<file path="config.mk">
export PLATFORM = sky130hd
export DESIGN_NAME = reset_strap_seq
export DESIGN_NICKNAME = d
export VERILOG_FILES = /design/src/inc/strap_pkg.sv /design/src/inc/strap_pins_if.sv /design/src/rtl/reset_strap_seq.sv /design/src/rtl/strap_pad_driver.sv
export VERILOG_INCLUDE_DIRS = /design/src /design/src/inc
export SDC_FILE = /design/constraint.sdc
export NUM_CORES = 1
export LEC_CHECK = 0
export BUFFER_PORTS_ARGS = -buffer_cell sky130_fd_sc_hd__buf_2
export CORE_ASPECT_RATIO = 0.9
export CORE_MARGIN = 2
export CORE_UTILIZATION = 39
export DETAILED_ROUTE_END_ITERATION = 8
export PLACE_DENSITY = 0.73
export REMOVE_ABC_BUFFERS = 1
export SLEW_MARGIN = 20
export SYNTH_ARGS = -nofsm -noshare
export SYNTH_HDL_FRONTEND = slang
export SYNTH_SLANG_ARGS = --single-unit
</file>
<file path="constraint.sdc">
create_clock -name clk_in -period 1.2 [get_ports clk_in]
set_input_delay 0.24 -clock clk_in [delete_from_list [all_inputs] [get_ports clk_in]]
set_output_delay 0.24 -clock clk_in [all_outputs]
set_load 0.005 [all_outputs]
</file>
<file path="src/inc/strap_params.svh">
// Timing counts and field positions for the reset and strap sampling block
`ifndef STRAP_PARAMS_SVH
`define STRAP_PARAMS_SVH
`define CLK_PERIOD_NS      50
`define STRAP_DELAY_NS     1500
`define STRAP_DELAY_CYCLES ((`STRAP_DELAY_NS + `CLK_PERIOD_NS - 1) / `CLK_PERIOD_NS)
`define STRAP_COUNT        8
`define TRIGGER_STRAP_BIT  4
`define STRAP_RESET_VALUE  8'h00
`endif

</file>
<file path="src/inc/strap_pkg.sv">
// Types shared by the reset and strap sampling block
package strap_pkg;
	typedef enum logic [1:0] {
		seq_reset,
		seq_wait,
		seq_capture,
		seq_run
	} seq_state_type;
endpackage : strap_pkg

</file>
<file path="src/inc/strap_pins_if.sv">
// Strap pin group carried between the sequencer and its pad driver
`timescale 1ns/1ps
`default_nettype none
interface strap_pins_if #(parameter int WIDTH = 8);
	logic [WIDTH-1:0] level;
	logic [WIDTH-1:0] drive;
	logic             enable;
	modport seq (input level, output drive, output enable);
	modport pad (output level, input drive, input enable);
endinterface : strap_pins_if
`default_nettype wire

</file>
<file path="src/rtl/reset_strap_seq.sv">
// Power-on reset sequencer with one-shot strap capture
`timescale 1ns/1ps
`default_nettype none
`include "strap_params.svh"
module reset_strap_seq #(
	parameter int STRAPS       = `STRAP_COUNT,
	parameter int DELAY_CYCLES = `STRAP_DELAY_CYCLES
) (
	input  wire logic              clk_in,
	input  wire logic              rst_b_in,
	input  wire logic [STRAPS-1:0] strap_level_in,
	input  wire logic [STRAPS-1:0] test_output_in,
	input  wire logic              trigger_output_one_in,
	output logic [STRAPS-1:0]      strap_data_out,
	output logic [STRAPS-1:0]      strap_enable_out,
	output logic [STRAPS-1:0]      test_mode_out,
	output logic                   config_start_out,
	output logic                   ready_out
);
	localparam int CW = $clog2(DELAY_CYCLES + 1);
	localparam logic [CW-1:0] LAST = CW'(DELAY_CYCLES - 1);

	strap_pkg::seq_state_type state_q;
	strap_pkg::seq_state_type state_d;
	logic              sync1_q;
	logic              sync2_q;
	logic [CW-1:0]     count_q;
	logic [CW-1:0]     count_d;
	logic [STRAPS-1:0] mode_q;
	logic              start_q;
	logic [STRAPS-1:0] drive_word;
	wire               delay_done;
	wire               in_run;

	strap_pins_if #(.WIDTH(STRAPS)) pins ();

	// State match, shared by the run, capture and start decodes
	function automatic logic is_state(
		input strap_pkg::seq_state_type cur,
		input strap_pkg::seq_state_type want
	);
		is_state = (cur == want);
	endfunction : is_state

	// Two-flop release synchroniser; reset itself forces everything idle
	always_ff @(posedge clk_in or negedge rst_b_in) begin
		if (!rst_b_in) begin
			sync1_q <= 1'b0;
			sync2_q <= 1'b0;
		end else begin
			sync1_q <= 1'b1;
			sync2_q <= sync1_q;
		end
	end

	assign delay_done = (count_q == LAST);
	assign in_run     = is_state(state_q, strap_pkg::seq_run);

	// Sequence: wait for release, count the delay, capture once, then run
	always_comb begin
		state_d = state_q;
		count_d = count_q;
		case (state_q)
			strap_pkg::seq_reset: begin
				if (sync2_q) begin
					state_d = strap_pkg::seq_wait;
				end
			end
			strap_pkg::seq_wait: begin
				count_d = count_q + CW'(1);
				if (delay_done) begin
					state_d = strap_pkg::seq_capture;
				end
			end
			strap_pkg::seq_capture: begin
				state_d = strap_pkg::seq_run;
			end
			strap_pkg::seq_run: begin
				state_d = strap_pkg::seq_run; // Only reset leaves run
			end
			default: begin
				state_d = strap_pkg::seq_reset;
			end
		endcase
	end

	always_ff @(posedge clk_in or negedge rst_b_in) begin
		if (!rst_b_in) begin
			state_q <= strap_pkg::seq_reset;
			count_q <= '0;
		end else begin
			state_q <= state_d;
			count_q <= count_d;
		end
	end

	// Capture straps in the single capture cycle; pulldowns make open pins zero
	always_ff @(posedge clk_in or negedge rst_b_in) begin
		if (!rst_b_in) begin
			mode_q <= STRAPS'(`STRAP_RESET_VALUE);
		end else if (is_state(state_q, strap_pkg::seq_capture)) begin
			mode_q <= pins.level;
		end
	end

	// One-cycle start pulse when the release has been seen
	always_ff @(posedge clk_in or negedge rst_b_in) begin
		if (!rst_b_in) begin
			start_q <= 1'b0;
		end else begin
			start_q <= is_state(state_q, strap_pkg::seq_reset) && sync2_q;
		end
	end

	// Output word: test outputs with pin 4 replaced by the trigger
	always_comb begin
		drive_word = test_output_in;
		drive_word[`TRIGGER_STRAP_BIT] = trigger_output_one_in;
	end

	// Pins are released only in run, so capture never sees our own drive
	assign pins.drive  = in_run ? drive_word : '0;
	assign pins.enable = in_run;

	strap_pad_driver #(.WIDTH(STRAPS)) pad_i (
		.pins           (pins.pad),
		.pad_level_in   (strap_level_in),
		.pad_data_out   (strap_data_out),
		.pad_enable_out (strap_enable_out)
	);

	assign test_mode_out    = mode_q;
	assign config_start_out = start_q;
	assign ready_out        = in_run;
endmodule : reset_strap_seq
`default_nettype wire

</file>
<file path="src/rtl/strap_pad_driver.sv">
// Pad-side splitting of the strap pins into input, output and enable
`timescale 1ns/1ps
`default_nettype none
module strap_pad_driver #(
	parameter int WIDTH = 8
) (
	strap_pins_if.pad         pins,
	input  wire logic [WIDTH-1:0] pad_level_in,
	output logic [WIDTH-1:0]      pad_data_out,
	output logic [WIDTH-1:0]      pad_enable_out
);
	// Enable is one bit for the whole group, fanned out per pin
	assign pins.level     = pad_level_in;
	assign pad_data_out   = pins.enable ? pins.drive : '0;
	assign pad_enable_out = {WIDTH{pins.enable}};
endmodule : strap_pad_driver
`default_nettype wire

</file>
# Yosys cells after proc, flatten, opt, wreduce, memory -nomap -nowiden
# Index checks and enable logic that the tools add are counted.
# W data, S select, Z words.
# classes
add_sub_neg	1
n_eq_ne	6
mux	4
reduce_logical	4
# ops
op	n
$mux W8	1
$pmux W2 S3	1
$add A5 B1 Y5 const B	1
$eq A5 B5 Y1 const B	1
$eq A2 B2 Y1 const B	2
$mux W2	2
$ne A2 B2 Y1 const B	2
$eq A2 B1 Y1 const B	1
$logic_not A2 Y1	1
$reduce_and A2 Y1	1
$reduce_or A2 Y1	1
$logic_and A1 B1 Y1	1
# word_totals
ff_bits	18
inputBits	19
output_inout_bits	26
wordCells	21

# Logic depth before layout (Yosys ltp)
# Gate-level depths: netlist of the first run.
# depth
depth_word	3
mapped_depth	4
ltp_nobuf	4

# By module
# From an unflattened synthesis of the first run, not the netlist that was laid out.
# hier_totals
hier_cells	84
area_unflattened_um2	973.4
# by_module_without_submodules
module	n_inst	cells_per_inst	area_per_inst_um2	seq_area_each_um2
reset_strap_seq	1	60	803.3	450.4
strap_pad_driver	1	24	170.2	0.0

# Least setup slack after synthesis of the first run
# OpenSTA, ideal clock, no wires.
# synth_timing
path_kind	flip-flop to output port
startpoint	reg state_q[0]
endpoint	out strap_enable_out[0]
arrival_ps	1048
required_ps	960
path_slack_ps	-88
path_stages_with_launch	4
path_cell_list	dfrtp_1 > clkbuf_1 > and2_1 > buf_4
# synth_between
elab_chain_cells	1
# synth_lines
item	line	rtl
start: declaration	reset_strap_seq.sv:23	strap_pkg::seq_state_type state_q;
start signal: assignment	reset_strap_seq.sv:89	state_q <= strap_pkg::seq_reset;
start signal: assignment	reset_strap_seq.sv:92	state_q <= state_d;
$eq A2 B2 Y1	reset_strap_seq.sv:42	is_state = (cur == want);
end: declaration	reset_strap_seq.sv:15	output logic [STRAPS-1:0] strap_enable_out,
# No other way between the ends.

# Worst setup path after layout of the first run
# layout_timing
startpoint	reg state_q[0]
endpoint	out strap_enable_out[2]
# The elaborated chain is that of the path after synthesis.

==> results of run 1 <==
==> path summary, 6_finish.rpt <==
check                             startpoint             endpoint  slack [ns]  cells past startpoint
hold reg to reg                      sync1_q              sync2_q        0.36                      0
setup / recovery                  state_q[0]  strap_enable_out[2]       -0.15                      3
hold / removal             strap_level_in[5]     test_mode_out[5]        0.18                      2
min in group asynchronous           rst_b_in     test_mode_out[3]        0.41                      2
max in group asynchronous           rst_b_in           state_q[1]        0.50                      2
setup reg to reg                  state_q[0]     test_mode_out[4]       -0.11                      4
==> placed cells by master, fill, tap and decap left out, types with 2 or more instances in the layout <==
| cell | netlist | final |
|---|---|---|
| buf_2 | 0 | 42 |
| xnor2_1 | 4 | 3 |
| dfrtp_1 | 18 | 17 |
| buf_6 | 1 | 4 |
| ha_1 | 2 | 2 |
| mux2_4 | 8 | 8 |
| buf_4 | 8 | 4 |
| clkbuf_4 | 0 | 3 |
| and3_1 | 8 | 7 |
==> layer usage <==
| layer | part of all wire (%) | GRT usage [%] | up-vias |
|---|---|---|---|
| li1 | - | - | 309 |
| met1 | 39 | 15.12 | 306 |
| met2 | 50 | 21.81 | 32 |
| met3 | 9.5 | 4.630 | 4 |
| met4 | 1.9 | 6.410 | 0 |
| met5 | 0 | 0 | - |
==> final cells by class <==
type                       instances  area [µm²]  area share (%)
sequential                        18       451.7           38.36
clock buffer                       3       22.52           1.913
tap                               27       33.78           2.869
inverter                           1       3.754          0.3188
multi-input combinational         38       370.4           31.46
timing repair buffer              51       295.3           25.08
==> where the power goes <==
group	switching, mW	internal (mW)	leakage [nW]	total, mW
registers	0.182	0.865	0.209	1.05
logic	0.525	0.822	0.417	1.35
clock network	0.164	0.117	0.0138	0.281
==> critical path, stage by stage, from the launching register on <==
cell and delay [ns]:
dfrtp_1 0.40, buf_6 0.13, and2_4 0.17, buf_2 0.12
==> stage by stage <==
stage / utilization [%] / instances
finish: 54.96 / 138
global route: 54.96 / 138
CTS: 53.45 / 137
detailed placement: 50.23 / 131
global placement: 50.23 / 131
floorplan: - / 57
==> registers in the layout, indices dropped and copies added, names as in the netlist <==
name / count
test_mode_out: 8
count_q: 5
state_q: 2
config_start_out: 1
sync1_q: 1
sync2_q: 1
==> cells by family after synthesis <==
| kind of cell | synth area share (%) |
|---|---|
| fa+ha+maj | 2.898 |
| other cells | 0.4344 |
| xor+xnor | 4.058 |
| buf+inv | 9.565 |
| simple gates | 14.06 |
| mux | 13.91 |
| flops | 52.17 |
| compound gates | 2.898 |
==> timing repair <==
item	in CTS	in global routing
hold buffers	1	0
cloned	0	0
setup buffers	2	2
gates resized for setup	7	9
endpoints found under the setup margin	17	31
hold endpoints to repair	18	0
pin swaps	0	6
==> run metrics, run 1 <==
Lkg Pwr=0.6394 nW; ys async rst share=100.0%; Max Root-Sink Buffers=2; fin area=1177 µm²; Global Route Usage Sum=13.34%; #FFs+latches synth=18; Hold WC Path Type=in2reg; critical path class=reg2out; fin. max-slew vios=0; area grow syn2layout=36.38%; post-layout min period=1.355 ns; Final setup viols=31; outcome=complete, but fails checks; synth warn=0; Cell variety after synth=23; Routed WL=1617 µm; critical path fanouts, max=9; dominant cells by area after synthesis=dfrtp_1 52%, mux2_4 14%, buf_4 7.0%; Layout Skew=0.008226 ns; Fillers=181; most numerous cell in the Yosys netlist=dfrtp_1; area leader, netlist=dfrtp_1; FMAX=738.1 MHz; ratio of cells with drive above 1 in the final layout=65.77%; Crit. End Element=output pin; Setup WS pre-CTS=0.04519 ns; Post-synth top cells=18 x dfrtp_1, 8 x and3_1, 8 x buf_4, 8 x mux2_4, 4 x xnor2_1; CP required=0.96 ns; total of max-cap violations=0; core area=2142 µm²; setup ws final=-0.1548 ns; RSZ-0062 raised after global routing=true; first-pass GRT wire length=2477 µm; mean post-synth cell area=12.70 µm²; WL per Instance=11.72 µm; Pre-antenna DRT Iters=4; Startpoint Class=register; PnR Total Power=2.675 mW; DR vias/cell=4.717; RePlAce Congestion=0.7408; io pins=45; number of DRC markers in iteration 0=3; Die X=53.60 µm; die height=48.64 µm; Sink Count=18; Placed Instance Area=1076 µm²; Pwr Density=2272 nW/µm²; detailed placement HPWL=1161 µm; post-synthesis sequential area ratio=52.17%; ant diodes=0; CTS Buf Count=3; initial antenna violation count=0; Layout Nets=134; root buffer cell=clkbuf_4; Final Hold Vio Count=0; gr ovfl total=0; Post-synth top flop=dfrtp_1; Initial Util=40.30%; Fin Hold WS=0.1755 ns; Clk pin slew, worst setup/hold paths=0.09 ns; Antenna Violating Nets Remaining=0; largest net degree at the start of global routing=19; die area=2607 µm²; Gate Count Post-Synth=68; CP arrival=1.11 ns; Via Count=651; setup TNS=-3.682 ns; Clk Latency, worst-skew pair=0.29 ns; I/O Buffers=43; Post-route DRC=0; Post-Syn Area=863.3 µm²; Post-synth EDFFs=0; # H-tree levels=1; CTS tree=built; vias in the first global route=560; share of the synthesized area in the top cell type=52.17%; violated checks=setup timing; Tcrit/Tclk final=112.9%; worst vdd ir=1407 µV; # rows=16
Note: power is estimated with default switching activity, not from simulation.
==> run 2, diff against run 1 <==
Settings changed: SKIP_LAST_GASP from default to 1.
==> run 2 against run 1 <==
The flow still finishes with violations (setup timing). Clock skew is 0.0021 ns higher. Design area is 6.4% higher. Total power is 9.3% higher. Register-to-register slack hardly changed. Critical endpoint is now strap_data_out[7]. Largest power group unchanged. Highest routed layer unchanged.
==> run metrics, run 2 (synthesis gave the netlist of run 1 again) <==
hold depth=2; Post-route DRC=0; Fin Hold WS=0.1731 ns; Inst Count DP=131; Hold WC Path Type=in2reg; Layout Skew=0.01035 ns; worst flop-to-flop path endpoint=test_mode_out[4]; # H-tree levels=1; ant diodes=0; die height=48.64 µm; Startpoint Class=register; Clk pin slew, worst setup/hold paths=0.09 ns; Sink Count=18; Routed WL=1887 µm; outcome=complete, but fails checks; Via Count=665; PnR Total Power=2.923 mW; core area=2142 µm²; critical path class=reg2out; CP delay by family, top=flip-flops; Pre-antenna DRT Iters=4; CTS Buf Count=3; vias in the first global route=553; largest net degree at the start of global routing=19; CP required=0.96 ns; Crit. End Element=output pin; initial antenna violation count=0; setup ws final=-0.2176 ns; CP arrival=1.18 ns; FMAX=705.4 MHz; DR vias/cell=4.750; R2R Setup Slk=-0.10 ns; Layout Nets=136; total of max-cap violations=0; Hold Path End=test_mode_out[5]; detailed placement HPWL=1161 µm; root buffer cell=clkbuf_4; Tcrit/Tclk final=118.1%; crit path buf inv count=2; ratio of cells with drive above 1 in the final layout=68.14%; worst vdd ir=1474 µV; min-delay src=strap_level_in[5]; Initial Util=40.30%; Final setup viols=31; commonest non-fill, non-tap cells in the layout=36 x buf_2, 17 x dfrtp_1, 13 x buf_6; violated checks=setup timing; WL per Instance=13.48 µm; RSZ-0062 raised after global routing=true; Setup WS pre-CTS=0.04519 ns; area grow syn2layout=45.07%; Max stage delay cell, worst path=dfrtp_2; io pins=45; post-layout min period=1.418 ns; Global Route Usage Sum=13.15%; RePlAce Congestion=0.7408; die area=2607 µm²; CP max stage delay=0.45 ns; Antenna Violating Nets Remaining=0; Final Hold Vio Count=0; max reg flops=8; Non-Filler Instances=140; critical path fanouts, max=8; first-pass GRT wire length=2442 µm; # rows=16; Clk Latency, worst-skew pair=0.29 ns; number of DRC markers in iteration 0=3; fin area=1252 µm²; worst-path cell chain=buf_6 -> and3_1 -> buf_2; fin. max-slew vios=0; I/O Buffers=43; Max Root-Sink Buffers=2; Worst Reg-to-Reg Cells=4; Pwr Density=2334 nW/µm²; commonest non-fill, non-tap cell in the layout=buf_2; gr ovfl total=0; Lkg Pwr=0.6616 nW; Die X=53.60 µm; Placed Instance Area=1076 µm²; FF-to-FF Start=state_q[0]; CTS tree=built
==> run 2: cell count changes in the layout (fill, tap and decap cells not counted) <==
| cell | previous run | this run |
|---|---|---|
| and2_4 | 1 | 2 |
| buf_4 | 4 | 2 |
| buf_6 | 4 | 13 |
| and3_4 | 1 | 4 |
| and3_1 | 7 | 4 |
| nor3b_1 | 0 | 1 |
| buf_2 | 42 | 36 |
| nor3b_2 | 1 | 0 |
==> run 2: how the worst max path moves through the flow <==
stage	endpoint	slack (ns)	cells past startpoint	start
floorplan	test_mode_out[0]	-0.14	2	state_q[0]
global placement	test_mode_out[4]	0.06	3	state_q[1]
detailed placement	test_mode_out[0]	0.05	3	state_q[1]
CTS	strap_data_out[2]	-0.16	3	state_q[1]
global route	strap_data_out[7]	-0.25	3	state_q[1]
finish	strap_data_out[7]	-0.22	3	state_q[1]
==> run 2: metrics by stage <==
stage / setup TNS, ns / utilization, %
4_1_cts: -3.072 / 52.98
3_5_place_dp: 0 / 50.23
3_3_place_gp: 0 / 50.23
6_report: -4.217 / 58.47
2_1_floorplan: -1.108 / -
5_1_grt: -5.254 / 58.47
==> run 2: metal layers <==
layer,up-vias,global-route usage (%),wire (µm)
met1,314,14.92,711
met4,0,6.410,30
met5,-,0,0
met3,4,4.630,118
li1,315,-,-
met2,32,21.40,1027
==> run 2: power breakdown <==
group | internal [mW] | switching (mW)
sequential | 0.864 | 0.187
clock | 0.117 | 0.167
combinational | 0.998 | 0.590
total | 1.98 | 0.944
==> run 2: what timing repair did <==
item / CTS / global route
endpoints found under the hold margin: 18 / 0
endpoints found under the setup margin: 17 / 31
pin swaps: 0 / 9
hold buffers: 1 / 0
buffers inserted: 2 / 2
gates cloned: 0 / 2
resized for setup: 5 / 23
==> run 2: area by class of cell <==
class	count	area, µm²
Clock buffer	3	22.52
Timing Repair Buffer	52	351.6
Inverter	1	3.754
Multi-Input combinational cell	39	389.1
Sequential cell	18	451.7
Tap cell	27	33.78
Fill cell	166	889.6
==> run 2: worst reg2reg max path, delay by kind of cell (launching register included) <==
kind          cells  cell delay, ns
flops             1            0.43
mux               1            0.32
buf+inv           2            0.24
simple gates      1            0.20
==> run 3, diff against run 2 <==
Settings changed: BUFFER_PORTS_ARGS -buffer_cell sky130_fd_sc_hd__buf_2 to default, CORE_UTILIZATION 39 to 53, DONT_BUFFER_PORTS from default to 1, HOLD_SLACK_MARGIN from default to 0.08, PLACE_DENSITY 0.73 to 0.71.
==> run 3 against run 2 <==
Design area shrank 23%. Non-clock buffer count fell by 43. Fmax rose by 5.8%. Worst setup slack improved by 0.078 ns. Total power is 18% lower. Critical path type unchanged. Final cell count shrank 35%. The run still ends with setup timing left. Critical endpoint is now strap_enable_out[7]. Combinational power fell by 35%. Core utilization up 6.8 points.
==> run metrics, run 3 (synthesis gave the netlist of run 1 again) <==
Switching Fraction=33.19%; post-layout min period=1.340 ns; total of max-cap violations=0; Lkg Pwr=0.4748 nW; outcome=complete, but fails checks; clock power share=11.5%; Slew @ Worst Pin=0.7597 ns; RePlAce Congestion=0.6662; I/O Buffers=0; violated checks=setup timing; detailed placement HPWL=1061 µm; area grow syn2layout=11.88%; Global Route Usage Sum=15.82%; io pins=45; commonest non-fill, non-tap cells in the layout=17 x dfrtp_1, 8 x and3_1, 8 x mux2_4; die height=42.29 µm; WL per Instance=15.38 µm; Initial Util=58.33%; PnR Total Power=2.394 mW; root buffer cell=clkbuf_4; met3 usage=4.310%; critical path fanouts, max=9; initial antenna violation count=0; CTS tree=built; GR Util met1=18.61%; setup ws final=-0.1395 ns; Post-route DRC=0; Routed WL=1400 µm; min-delay src=strap_level_in[3]; CTS Buf Count=3; CP arrival=1.10 ns; CP required=0.96 ns; RSZ-0062 raised after global routing=true; # H-tree levels=1; Clk Latency, worst-skew pair=0.28 ns; FMAX=746.5 MHz; total net switching power=0.7945 mW; Pre-antenna DRT Iters=5; ant diodes=0; Pwr Density=2478 nW/µm²; ratio of cells with drive above 1 in the final layout=40.58%; vias in the first global route=491; Via Count=481; # rows=13; Sink Count=18; met2 Resource Use GR=25.83%; Startpoint Class=register; Worst slew margin=49.19%; Clk pin slew, worst setup/hold paths=0.09 ns; Crit. End Element=output pin; Layout Skew=0.004654 ns; Fin Hold WS=0.1031 ns; busiest layer in global routing=met2; gr ovfl total=0; Layout Nets=92; Final Hold Vio Count=0; Hold WC Path Type=in2reg; Antenna Violating Nets Remaining=0; core area=1480 µm²; fin. max-slew vios=0; combinational share of power=43.2%; Final setup viols=17; worst vdd ir=1278 µV; Max Root-Sink Buffers=2; critical path class=reg2out; DR vias/cell=5.286; number of DRC markers in iteration 0=10; die area=1968 µm²; largest net degree at the start of global routing=19; commonest non-fill, non-tap cell in the layout=dfrtp_1; Tcrit/Tclk final=111.6%; sequential power share=45.3%; Die X=46.55 µm; first-pass GRT wire length=2159 µm; FF-to-FF Start=state_q[1]; Crit. Startpoint=state_q[0]; max reg flops=8; Int Pwr=1.599 mW
==> run 3: cell count changes in the layout (fill, tap and decap cells not counted), sizes merged <==
cell / delta
buf: -44
and2: -1
dlygate4sd3: +1
==> run 3: layer usage <==
layer | wire length, µm | up-vias
met5 | 0 | -
li1 | - | 225
met3 | 85 | 2
met2 | 723 | 27
met4 | 12 | 0
met1 | 578 | 227
==> run 3: power by group through the flow <==
stage / Combinational [mW] / Clock, mW / Sequential [mW]
CTS: 1.00 / 0.286 / 1.08
floorplan: 0.615 / 0 / 1.06
global placement: 0.861 / 0 / 1.08
global route: 1.17 / 0.323 / 1.11
detailed placement: 0.888 / 0 / 1.10
finish: 1.03 / 0.276 / 1.08
==> run 3: cell type report <==
type / instances / area [µm²]
clock buffers: 3 / 22.52
fillers: 110 / 514.2
inverters: 1 / 3.754
multi-input cells: 38 / 360.3
flip-flops and latches: 18 / 451.7
well taps: 22 / 27.53
repair buffers: 9 / 100.1
==> run 3: path summary, 6_finish.rpt <==
path | end | slack [ns] | depth (start not counted)
max | strap_enable_out[7] | -0.14 | 3
min | test_mode_out[3] | 0.10 | 1
max reg2reg | count_q[3] | 0 | 4
min reg2reg | sync2_q | 0.36 | 0
max in group asynchronous | state_q[1] | 0.21 | 1
min in group asynchronous | state_q[0] | 0.47 | 1
==> run 3: per-stage QoR <==
stage | TNS (ns) | utilization [%] | area (µm²) | setup slack, ns | std cells
2_1_floorplan | -1.108 | - | 784.5 | -0.1385 | 57
3_3_place_gp | 0 | 59.59 | 882.1 | 0.05745 | 85
3_5_place_dp | 0 | 59.59 | 882.1 | 0.01551 | 85
4_1_cts | -1.813 | 62.98 | 932.1 | -0.1530 | 90
5_1_grt | -2.648 | 65.26 | 965.9 | -0.1962 | 91
6_report | -1.555 | 65.26 | 965.9 | -0.1395 | 91
==> run 3: what timing repair did <==
item                                    4_1_cts  5_1_grt
resized for setup                             6        6
hold buffers                                  1        1
pin swaps                                     0        4
endpoints found under the hold margin        18        1
endpoints found under the setup margin       20       25
cloned                                        0        0
setup buffers                                 2        0
==> run 3: critical path, cell delays in order (launching register included) <==
cell and delay [ns]:
dfrtp_1 0.40, buf_6 0.13, and2_4 0.16, buf_12 0.14
